`src/design/ebw_pkg.sv`:
```
package ebw_pkg;
    // ****************************************
    // Register map
    // ****************************************
    localparam logic [1:0] EBW_ADDR_CTRL     = 2'h0;
    localparam logic [1:0] EBW_ADDR_CSCTRL   = 2'h1;
    localparam logic [1:0] EBW_ADDR_STATUS   = 2'h2;
    localparam logic [7:0] EBW_CTRL_RESET    = 8'h00;
    localparam logic [7:0] EBW_CSCTRL_RESET  = 8'h33;
    // Control register fields
    localparam int EBW_BIT_VIS      = 7;
    localparam int EBW_BIT_MODE     = 6;
    localparam int EBW_BIT_SRC      = 5;
    localparam int EBW_POS_STROBE   = 2;
    localparam int EBW_POS_SPLIT    = 0;
    // Chip-select register fields
    localparam int EBW_POS_HIWS     = 4;
    localparam int EBW_POS_LOWS     = 0;
    // Region boundaries
    localparam logic [15:0] EBW_SPLIT_0 = 16'h1000;
    localparam logic [15:0] EBW_SPLIT_1 = 16'h4000;
    localparam logic [15:0] EBW_SPLIT_2 = 16'h8000;
    localparam logic [15:0] EBW_SPLIT_3 = 16'hC000;
    // Strobe select codes
    localparam logic [1:0] EBW_STB_OFF  = 2'h0;
    localparam logic [1:0] EBW_STB_LOW  = 2'h1;
    typedef enum logic [3:0] {
        EBW_IDLE  = 4'b0001,
        EBW_PHASE = 4'b0010,
        EBW_WAIT  = 4'b0100,
        EBW_DONE  = 4'b1000
    } ebw_state_t;
endpackage

```
`src/design/ebw_top.sv`:
```
// The implementer's own choices: the address-and-strobe port and the placing of the registers.
`timescale 1ns/1ps
module ebw_top (
    // Clock and reset
    input  wire logic                      clock_in,
    input  wire logic                      sys_rst_in,
    // Register port
    input  wire logic [1:0]                reg_addr_in,
    input  wire logic [7:0]                reg_wdata_in,
    input  wire logic                      reg_wr_in,
    input  wire logic                      reg_rd_in,
    output logic      [7:0]                reg_rdata_out,
    // Internal bus cycle
    input  wire logic                      cyc_start_in,
    input  wire logic [15:0]               cyc_addr_in,
    input  wire logic                      cyc_read_in,
    input  wire logic                      cyc_internal_in,
    input  wire logic [7:0]                cyc_wdata_in,
    output logic      [7:0]                cyc_rdata_out,
    output logic                           wait_request_out,
    output logic                           cyc_done_out,
    // External pins
    output logic      [15:0]               ext_addr_out,
    output logic      [7:0]                ext_data_out,
    output logic      [7:0]                ext_data_oe_n_out,
    input  wire logic [7:0]                ext_data_in,
    output logic                           low_region_select_n_out,
    output logic                           high_region_select_n_out,
    output logic                           external_read_strobe_n_out,
    output logic                           external_write_strobe_n_out,
    output logic                           wait_strobe_pin_out,
    output logic                           wait_strobe_pin_oe_n_out
);
    import ebw_pkg::*;

    // ****************************************
    // Registers
    // ****************************************
    logic [7:0]  ctrl_q;
    logic [7:0]  csctrl_q;
    ebw_state_t  state_q;
    logic [15:0] addr_q;
    logic        read_q;
    logic        int_q;
    logic [7:0]  wdata_q;
    logic [2:0]  wcnt_q;
    logic [2:0]  last_wait_q;

    function automatic logic [15:0] split_addr(input logic [1:0] code);
        case (code)
            2'h0:    split_addr = EBW_SPLIT_0;
            2'h1:    split_addr = EBW_SPLIT_1;
            2'h2:    split_addr = EBW_SPLIT_2;
            default: split_addr = EBW_SPLIT_3;
        endcase
    endfunction

    logic       vis;
    logic       low_noise;
    logic [1:0] stb_sel;
    logic       ext_wait_en;
    logic       in_low;
    logic       active;
    logic       low_sel;
    logic       phase4;
    logic [2:0] wait_sel;

    assign vis         = ctrl_q[EBW_BIT_VIS];
    assign low_noise   = ctrl_q[EBW_BIT_MODE];
    assign stb_sel     = ctrl_q[EBW_POS_STROBE +: 2];
    assign ext_wait_en = ctrl_q[EBW_BIT_SRC] && (stb_sel != EBW_STB_OFF);
    assign in_low      = addr_q < split_addr(ctrl_q[EBW_POS_SPLIT +: 2]);
    assign active      = (state_q != EBW_IDLE) && (!int_q || vis);
    assign low_sel     = active && in_low && !int_q;
    assign phase4      = (state_q == EBW_PHASE);

    // Wait count settled in the fourth phase
    always_comb
    begin
        if (ext_wait_en && low_sel)
            wait_sel = ext_data_in[2:0];
        else if (in_low)
            wait_sel = {1'b0, csctrl_q[EBW_POS_LOWS +: 2]};
        else
            wait_sel = {1'b0, csctrl_q[EBW_POS_HIWS +: 2]};
    end

    // ****************************************
    // Register port
    // ****************************************
    always_ff @(posedge clock_in)
    begin
        if (sys_rst_in)
        begin
            ctrl_q   <= EBW_CTRL_RESET;
            csctrl_q <= EBW_CSCTRL_RESET;
        end
        else if (reg_wr_in)
        begin
            if (reg_addr_in == EBW_ADDR_CTRL)
                ctrl_q <= reg_wdata_in;
            if (reg_addr_in == EBW_ADDR_CSCTRL)
                csctrl_q <= reg_wdata_in;
        end
    end

    always_ff @(posedge clock_in)
    begin
        if (sys_rst_in)
            reg_rdata_out <= 8'h00;
        else if (reg_rd_in)
        begin
            case (reg_addr_in)
                EBW_ADDR_CTRL:   reg_rdata_out <= ctrl_q;
                EBW_ADDR_CSCTRL: reg_rdata_out <= csctrl_q;
                EBW_ADDR_STATUS: reg_rdata_out <= {4'h0, wait_request_out, last_wait_q};
                default:         reg_rdata_out <= 8'h00;
            endcase
        end
        else
            reg_rdata_out <= 8'h00;
    end

    // ****************************************
    // Bus cycle sequencer
    // ****************************************
    always_ff @(posedge clock_in)
    begin
        if (sys_rst_in)
        begin
            state_q     <= EBW_IDLE;
            addr_q      <= 16'h0000;
            read_q      <= 1'b0;
            int_q       <= 1'b1;
            wdata_q     <= 8'h00;
            wcnt_q      <= 3'h0;
            last_wait_q <= 3'h0;
        end
        else
        begin
            case (state_q)
                EBW_IDLE:
                begin
                    if (cyc_start_in)
                    begin
                        addr_q  <= cyc_addr_in;
                        read_q  <= cyc_read_in;
                        int_q   <= cyc_internal_in;
                        wdata_q <= cyc_wdata_in;
                        state_q <= EBW_PHASE;
                    end
                end
                EBW_PHASE:
                begin
                    if (int_q)
                    begin
                        wcnt_q  <= 3'h0;
                        state_q <= EBW_DONE;
                    end
                    else
                    begin
                        wcnt_q      <= wait_sel;
                        last_wait_q <= wait_sel;
                        state_q     <= (wait_sel == 3'h0) ? EBW_DONE : EBW_WAIT;
                    end
                end
                EBW_WAIT:
                begin
                    wcnt_q <= wcnt_q - 3'h1;
                    if (wcnt_q == 3'h1)
                        state_q <= EBW_DONE;
                end
                EBW_DONE:
                    state_q <= EBW_IDLE;
                default:
                    state_q <= EBW_IDLE;
            endcase
        end
    end

    assign wait_request_out = (state_q == EBW_WAIT);
    assign cyc_done_out     = (state_q == EBW_DONE);

    always_ff @(posedge clock_in)
    begin
        if (sys_rst_in)
            cyc_rdata_out <= 8'h00;
        else if ((state_q == EBW_DONE) && read_q && !int_q)
            cyc_rdata_out <= ext_data_in;
    end

    // ****************************************
    // External pins
    // ****************************************
    logic drive_now;
    assign drive_now = !low_noise || (state_q != EBW_IDLE && (!int_q || vis));

    always_ff @(posedge clock_in)
    begin
        if (sys_rst_in)
        begin
            ext_addr_out <= 16'h0000;
            ext_data_out <= 8'h00;
        end
        else if (drive_now)
        begin
            ext_addr_out <= addr_q;
            ext_data_out <= wdata_q;
        end
    end

    // Data drivers: off in phase four, and on reads
    always_comb
    begin
        if (phase4 || state_q == EBW_IDLE || read_q || !active)
            ext_data_oe_n_out = 8'hFF;
        else
            ext_data_oe_n_out = 8'h00;
        if (low_noise && state_q == EBW_IDLE)
            ext_data_oe_n_out = 8'h00;
        if (ext_wait_en && state_q == EBW_IDLE)
            ext_data_oe_n_out[2:0] = 3'h7;
    end

    assign low_region_select_n_out     = !low_sel;
    assign high_region_select_n_out    = !(active && !in_low);
    assign external_read_strobe_n_out  = !(active && read_q && !phase4);
    assign external_write_strobe_n_out = !(active && !read_q && !phase4);

    // Wait strobe pin, active low
    always_comb
    begin
        wait_strobe_pin_oe_n_out = 1'b0;
        case (stb_sel)
            EBW_STB_OFF:
            begin
                wait_strobe_pin_out      = 1'b1;
                wait_strobe_pin_oe_n_out = 1'b1;
            end
            EBW_STB_LOW:
                wait_strobe_pin_out = !(phase4 && low_sel);
            default:
                wait_strobe_pin_out = !(phase4 && !int_q);
        endcase
    end

    // ****************************************
    // Check helpers
    // ****************************************
    logic [3:0] wait_seen_q;

    always_ff @(posedge clock_in)
    begin
        if (sys_rst_in || cyc_done_out)
            wait_seen_q <= 4'h0;
        else if (wait_request_out)
            wait_seen_q <= wait_seen_q + 4'h1;
    end

    // ****************************************
    // Checks
    // ****************************************
    AST_NO_INT_WAIT: assert property (@(posedge clock_in) disable iff (sys_rst_in)
        (phase4 && int_q) |=> !wait_request_out)
        else $error("wait request on internal cycle");
    AST_NO_INT_LOWSEL: assert property (@(posedge clock_in) disable iff (sys_rst_in)
        int_q |-> low_region_select_n_out)
        else $error("low select on internal cycle");
    AST_T4_UNDRIVEN: assert property (@(posedge clock_in) disable iff (sys_rst_in)
        phase4 |-> (ext_data_oe_n_out == 8'hFF))
        else $error("data driven in phase four");
    AST_EXT_COUNT: assert property (@(posedge clock_in) disable iff (sys_rst_in)
        (phase4 && ext_wait_en && low_sel) |=> (last_wait_q == $past(ext_data_in[2:0])))
        else $error("external wait count not taken");
    AST_HI_COUNT: assert property (@(posedge clock_in) disable iff (sys_rst_in)
        (phase4 && !int_q && !in_low) |=> (last_wait_q == {1'b0, $past(csctrl_q[EBW_POS_HIWS +: 2])}))
        else $error("high region count wrong");
    AST_WAIT_LEN3: assert property (@(posedge clock_in) disable iff (sys_rst_in)
        (phase4 && !int_q && wait_sel == 3'h3) |=> wait_request_out [*3] ##1 !wait_request_out)
        else $error("wait length wrong");
    AST_STB_OFF: assert property (@(posedge clock_in) disable iff (sys_rst_in)
        (stb_sel == EBW_STB_OFF) |-> wait_strobe_pin_oe_n_out)
        else $error("strobe pin driven when off");
    AST_STB_LOW: assert property (@(posedge clock_in) disable iff (sys_rst_in)
        (stb_sel == EBW_STB_LOW && !wait_strobe_pin_out) |-> (phase4 && !low_region_select_n_out))
        else $error("combined strobe wrong");
    AST_NO_VIS: assert property (@(posedge clock_in) disable iff (sys_rst_in)
        (int_q && !vis) |-> (external_read_strobe_n_out && external_write_strobe_n_out))
        else $error("strobe on hidden internal cycle");
    AST_RST_CONFIG: assert property (@(posedge clock_in)
        sys_rst_in |=> ((csctrl_q == EBW_CSCTRL_RESET) && !ctrl_q[EBW_BIT_SRC]))
        else $error("reset configuration wrong");
    AST_SPLIT_LOW: assert property (@(posedge clock_in) disable iff (sys_rst_in)
        (ctrl_q[EBW_POS_SPLIT +: 2] == 2'h0 && !low_region_select_n_out) |-> (addr_q < EBW_SPLIT_0))
        else $error("low select outside its region");
    AST_SPLIT_HIGH: assert property (@(posedge clock_in) disable iff (sys_rst_in)
        (ctrl_q[EBW_POS_SPLIT +: 2] == 2'h3 && !high_region_select_n_out) |-> (addr_q >= EBW_SPLIT_3))
        else $error("high select outside its region");
    AST_ONE_SELECT: assert property (@(posedge clock_in) disable iff (sys_rst_in)
        !low_region_select_n_out |-> high_region_select_n_out)
        else $error("both selects active");
    AST_NO_INT_PIN: assert property (@(posedge clock_in) disable iff (sys_rst_in)
        (int_q && phase4) |-> (wait_strobe_pin_out || wait_strobe_pin_oe_n_out))
        else $error("wait strobe on internal cycle");
    AST_STB_PHASE: assert property (@(posedge clock_in) disable iff (sys_rst_in)
        (stb_sel[1] && !int_q) |-> (wait_strobe_pin_out == !phase4))
        else $error("plain phase strobe wrong");
    AST_WAIT_ZERO: assert property (@(posedge clock_in) disable iff (sys_rst_in)
        (phase4 && !int_q && wait_sel == 3'h0) |=> cyc_done_out)
        else $error("zero wait cycle not done");
    AST_WAIT_LEN1: assert property (@(posedge clock_in) disable iff (sys_rst_in)
        (phase4 && !int_q && wait_sel == 3'h1) |=> wait_request_out ##1 cyc_done_out)
        else $error("one wait cycle wrong");
    AST_WAIT_LEN2: assert property (@(posedge clock_in) disable iff (sys_rst_in)
        (phase4 && !int_q && wait_sel == 3'h2) |=> wait_request_out [*2] ##1 cyc_done_out)
        else $error("two wait cycles wrong");
    AST_WAIT_LEN7: assert property (@(posedge clock_in) disable iff (sys_rst_in)
        (phase4 && !int_q && wait_sel == 3'h7) |=> wait_request_out [*7] ##1 cyc_done_out)
        else $error("seven wait cycles wrong");
    AST_WAIT_TOTAL: assert property (@(posedge clock_in) disable iff (sys_rst_in)
        (cyc_done_out && !int_q) |-> (wait_seen_q == {1'b0, last_wait_q}))
        else $error("wait cycle total wrong");
    AST_DONE_PULSE: assert property (@(posedge clock_in) disable iff (sys_rst_in)
        cyc_done_out |=> !cyc_done_out)
        else $error("done longer than one cycle");
    AST_INT_DONE: assert property (@(posedge clock_in) disable iff (sys_rst_in)
        (phase4 && int_q) |=> cyc_done_out)
        else $error("internal cycle stalled");
    AST_SRC_INTERNAL: assert property (@(posedge clock_in) disable iff (sys_rst_in)
        (phase4 && !int_q && in_low && !ext_wait_en) |=>
            (last_wait_q == {1'b0, $past(csctrl_q[EBW_POS_LOWS +: 2])}))
        else $error("low region internal count wrong");
    AST_LN_HOLD: assert property (@(posedge clock_in) disable iff (sys_rst_in)
        (low_noise && state_q == EBW_IDLE) |=> ($stable(ext_addr_out) && $stable(ext_data_out)))
        else $error("pins changed between accesses");
    AST_LN_IDLE_DRIVE: assert property (@(posedge clock_in) disable iff (sys_rst_in)
        (low_noise && state_q == EBW_IDLE) |-> (ext_data_oe_n_out[7:3] == 5'h00))
        else $error("held data lines released");
    AST_HP_DRIVE: assert property (@(posedge clock_in) disable iff (sys_rst_in)
        !low_noise |=> ((ext_addr_out == $past(addr_q)) && (ext_data_out == $past(wdata_q))))
        else $error("pins not following cycle");
    AST_D20_RELEASE: assert property (@(posedge clock_in) disable iff (sys_rst_in)
        (ext_wait_en && state_q == EBW_IDLE) |-> (ext_data_oe_n_out[2:0] == 3'h7))
        else $error("low data lines held");
    AST_STROBES_EXCL: assert property (@(posedge clock_in) disable iff (sys_rst_in)
        !external_read_strobe_n_out |-> external_write_strobe_n_out)
        else $error("read and write strobes together");
endmodule

```
`config.mk`:
```
export PLATFORM = sky130hd
export DESIGN_NAME = ebw_top
export DESIGN_NICKNAME = d
export VERILOG_FILES = /design/src/design/ebw_pkg.sv /design/src/design/ebw_top.sv
export SDC_FILE = /design/constraint.sdc
export NUM_CORES = 1
export LEC_CHECK = 0
export BUFFER_PORTS_ARGS = -buffer_cell sky130_fd_sc_hd__buf_2
export CAP_MARGIN = 40
export CORE_ASPECT_RATIO = 0.75
export CORE_MARGIN = 1
export CORE_UTILIZATION = 51
export DETAILED_ROUTE_END_ITERATION = 10
export PLACE_DENSITY_LB_ADDON = 0.08
export SLEW_MARGIN = 20
export SYNTH_ARGS = -nofsm -noshare
export SYNTH_HDL_FRONTEND = slang
export SYNTH_SLANG_ARGS = --single-unit
```
`constraint.sdc`:
```
create_clock -name clock_in -period 2.1 [get_ports clock_in]
set_clock_uncertainty 0.2 [all_clocks]
set_input_delay 0 -clock clock_in [delete_from_list [all_inputs] [get_ports clock_in]]
set_output_delay 0 -clock clock_in [all_outputs]
set_load 0.01 [all_outputs]
```
==> flow_summary.json <==
{
  "die_area_mm2": 0.00762,
  "first_iter_violations": 199,
  "syn_to_final_growth_pct": 39.9,
  "fmax_mhz": 492,
  "placed_area_mm2": 0.00432,
  "design_area_mm2": 0.00518,
  "rows": 26,
  "worstMarginPinSlew_ns": 0.776,
  "drv_slew": 0,
  "grt_pass1_wl_mm": 15.2,
  "drt-pass1-iter-count": 4,
  "cp_data_required_time_ns": 1.90,
  "ys_seq_elements": 92,
  "swShare_pct": 28.2,
  "synth-edff-count": 0,
  "grt_util_all_layers_pct": 26.1,
  "clockBufferDepth": 2,
  "ios": 105,
  "startpoint_type": "flop",
  "detail-route-antenna-nets": 0,
  "totalWireLength_mm": 9.94,
  "grt_pass1_vias": 3187,
  "ys_seq_area_share_pct": 49.7,
  "synthesis.area_mm2": 0.00371,
  "crit_path_cell_trace": "inv_2 > ha_4 > nand2_2 > o21a_4 > buf_6 > a31o_2 > nand2_1 > buf_2",
  "num_antenna_cells": 0,
  "clock_power_share_pct": 31.6,
  "syn_inst": 444,
  "final_hold_viol_count": 1,
  "crit_type": "flop to output pin",
  "p_int_uw": 2580,
  "final-seq-area_mm2": 0.00185,
  "min_path_type": "primary input to flop",
  "critPathArrivalTime_ns": 1.83,
  "drc": 0,
  "seqPwrFrac_pct": 52.4,
  "setup_viol": 0,
  "route.vias.total": 3613,
  "io_buffers": 104,
  "drive_above_1_share_pct": 27.5,
  "syn-num-nets": 497,
  "cts_htree_levels": 3,
  "post-place-cells": 629,
  "start_util_pct": 53.5,
  "cts.sink_count": 92,
  "numCtsBuffers": 9,
  "multi_input_area_mm2": 0.00176,
  "grt_max_degree": 77,
  "hpwl_mm": 6.14,
  "end_kind": "output pin",
  "synth_area_per_cell_um2": 8.35,
  "period_needed_ns": 2.03,
  "failed_checks": "negative hold slack",
  "status": "complete, but fails checks",
  "powerDensity_mw_per_mm2": 692,
  "cap_violations": 0,
  "die_x_um": 100,
  "ys_types": 43,
  "gp_congestion": 0.859,
  "clk_latency_ns": 0.36,
  "grt_antenna_before_repair": 0,
  "finalSetupTns_ns": 0,
  "wire_per_inst_um": 14.1,
  "clockRootBuffer": "clkbuf_8",
  "ys.flop_type": "dfxtp_1",
  "crit_fanout": 4,
  "power_switching_uw": 1010,
  "clkTransAtPathRegs_ns": 0.09,
  "fin_cells": 706,
  "fin_crit_sh_pct": 96.8,
  "core_mm2": 0.00693,
  "synth-async-reset-ratio_pct": 0,
  "worst_slack_ns": 0.0675,
  "cts_tree": "built",
  "whs_ns": -0.00177,
  "ys_warn_count": 0,
  "layout.nets": 656,
  "relSlewSlack_pct": 48.3,
  "p_leak_uw": 0.00226,
  "n_fill_cell": 545,
  "grt_overflow": 0,
  "die_h_um": 75.8,
  "routed_via_density": 5.12,
  "peakVddDrop_mv": 0.493,
  "crit_slowest_cell": "dfxtp_2",
  "pre_cts_ws_ns": 0.0375,
  "combinationalPowerShare_pct": 16.0,
  "critPathMaxStageDelay_ns": 0.35
}
==> cells in the mapped netlist (2+ instances only) <==
cell | instances | area, um2
nand2_1 | 112 | 420
dfxtp_1 | 92 | 1840
a21oi_1 | 63 | 315
nor2_1 | 43 | 161
mux2i_1 | 29 | 290
clkbuf_1 | 14 | 52.6
buf_4 | 8 | 60.1
o21ai_0 | 7 | 35.0
inv_1 | 6 | 22.5
buf_2 | 5 | 25.0
ha_1 | 4 | 50.1
nand4_1 | 4 | 25.0
o21a_1 | 4 | 30.0
a211oi_1 | 3 | 22.5
a31oi_1 | 3 | 18.8
buf_1 | 3 | 11.3
nand3_1 | 3 | 15.0
nor2b_1 | 3 | 18.8
nor3_1 | 3 | 15.0
a21o_1 | 2 | 15.0
a31o_2 | 2 | 17.5
and2_1 | 2 | 12.5
clkinv_1 | 2 | 7.51
nand2b_1 | 2 | 12.5
nand3b_1 | 2 | 15.0
nor4b_2 | 2 | 30.0
o211ai_1 | 2 | 15.0
o21ai_1 | 2 | 10.0
o22ai_1 | 2 | 12.5
or4b_1 | 2 | 20.0
==> final cells by class <==
type,instances,area share [%]
Inverter,9,0.676
Timing Repair Buffer,178,23.7
Multi-Input combinational cell,313,34.0
Sequential cell,92,35.7
Clock inverter,5,0.869
Clock buffer,11,2.73
Tap cell,98,2.36
==> worst paths after layout <==
check                                           end  slack, ns  cells past startpoint             from
worst max-delay path            wait_strobe_pin_out       0.07                      8        ctrl_q[1]
worst min-delay path                    csctrl_q[1]     -0.002                      5        reg_wr_in
worst max register to register            wcnt_q[1]       0.13                      5       state_q[3]
worst min register to register      ext_addr_out[0]       0.25                      2  ext_addr_out[0]
==> power by group through the flow <==
stage	sequential (uW)	combinational [uW]	clock [uW]
floorplan	1910	284	0
global placement	1910	439	0
detailed placement	1910	447	0
CTS	1870	538	1160
global route	1890	629	1220
finish	1880	575	1130
==> metrics by stage <==
step / total power (uW) / util [%]
global placement: 2350 / 62.2
finish: 3590 / 74.8
global route: 3740 / 74.8
CTS: 3570 / 73.2
floorplan: 2200 / -
detailed placement: 2360 / 62.4
==> cell usage in the layout, fill, tap and decap left out, types with 2 or more instances in the layout <==
| cell | n |
|---|---|
| nand3_1 | 3 |
| a211oi_1 | 3 |
| clkinv_1 | 2 |
| nor2_1 | 43 |
| mux2i_1 | 29 |
| ha_4 | 2 |
| inv_1 | 4 |
| dfxtp_2 | 7 |
| inv_2 | 2 |
| nand2b_1 | 2 |
| dlygate4sd3_1 | 52 |
| nor3_1 | 3 |
| dfxtp_1 | 85 |
| clkinv_4 | 2 |
| a21o_1 | 2 |
| a31o_2 | 2 |
| o21ai_0 | 7 |
| ha_1 | 2 |
| buf_2 | 104 |
| o211ai_1 | 2 |
| and2_1 | 2 |
| o21a_1 | 3 |
| clkbuf_8 | 10 |
| buf_4 | 19 |
| nand4_1 | 4 |
| a21oi_1 | 62 |
| nand2_1 | 111 |
| nand3b_1 | 2 |
| o22ai_1 | 2 |
| nor2b_1 | 2 |
| a31oi_1 | 2 |
==> repair_timing <==
item / in CTS / in global routing
gates resized for setup: 5 / 17
hold buffers: 52 / 0
buffers inserted: 3 / 6
endpoints found under the setup margin: 2 / 17
endpoints found under the hold margin: 68 / 0
pin swaps: 1 / 2
==> kinds of logic (layout without fill, tap and decap cells) <==
family                     count (synthesis)  in the layout  share of synthesized area [%]
xor gates and xnor gates                   1              1                          0.236
DFF                                       92             92                           49.7
muxes                                     29             29                           7.83
adders and majority gates                  4              4                           1.35
buffers and inverters                     39            203                           4.96
and+or+nand+nor                          184            184                           21.3
AOI/OAI and AO/OA                         95             95                           14.7
==> registers in the layout, summed over array words and instances (netlist names), 4 cells and up <==
signal,count
addr_q,16
csctrl_q,8
ctrl_q,8
cyc_rdata_out,8
ext_addr_out,16
ext_data_out,8
reg_rdata_out,8
state_q,4
wdata_q,8
==> worst max-delay path: cells and delay by family, from the launching register on <==
family / cells / cell delay [ns]
AOI/OAI and AO/OA: 2 / 0.45
DFF: 1 / 0.35
buffers and inverters: 3 / 0.29
adders and majority gates: 1 / 0.26
and+or+nand+nor: 2 / 0.12
==> routing by layer <==
layer / global-route usage, % / routed length (um) / vias to the layer above
met5: 0 / 0 / -
met4: 7.73 / 61 / 0
met3: 5.69 / 536 / 7
met2: 42.8 / 4640 / 114
met1: 35.1 / 4700 / 1683
li1: - / - / 1809
No activity file was read; power rests on OpenSTA's default activity.
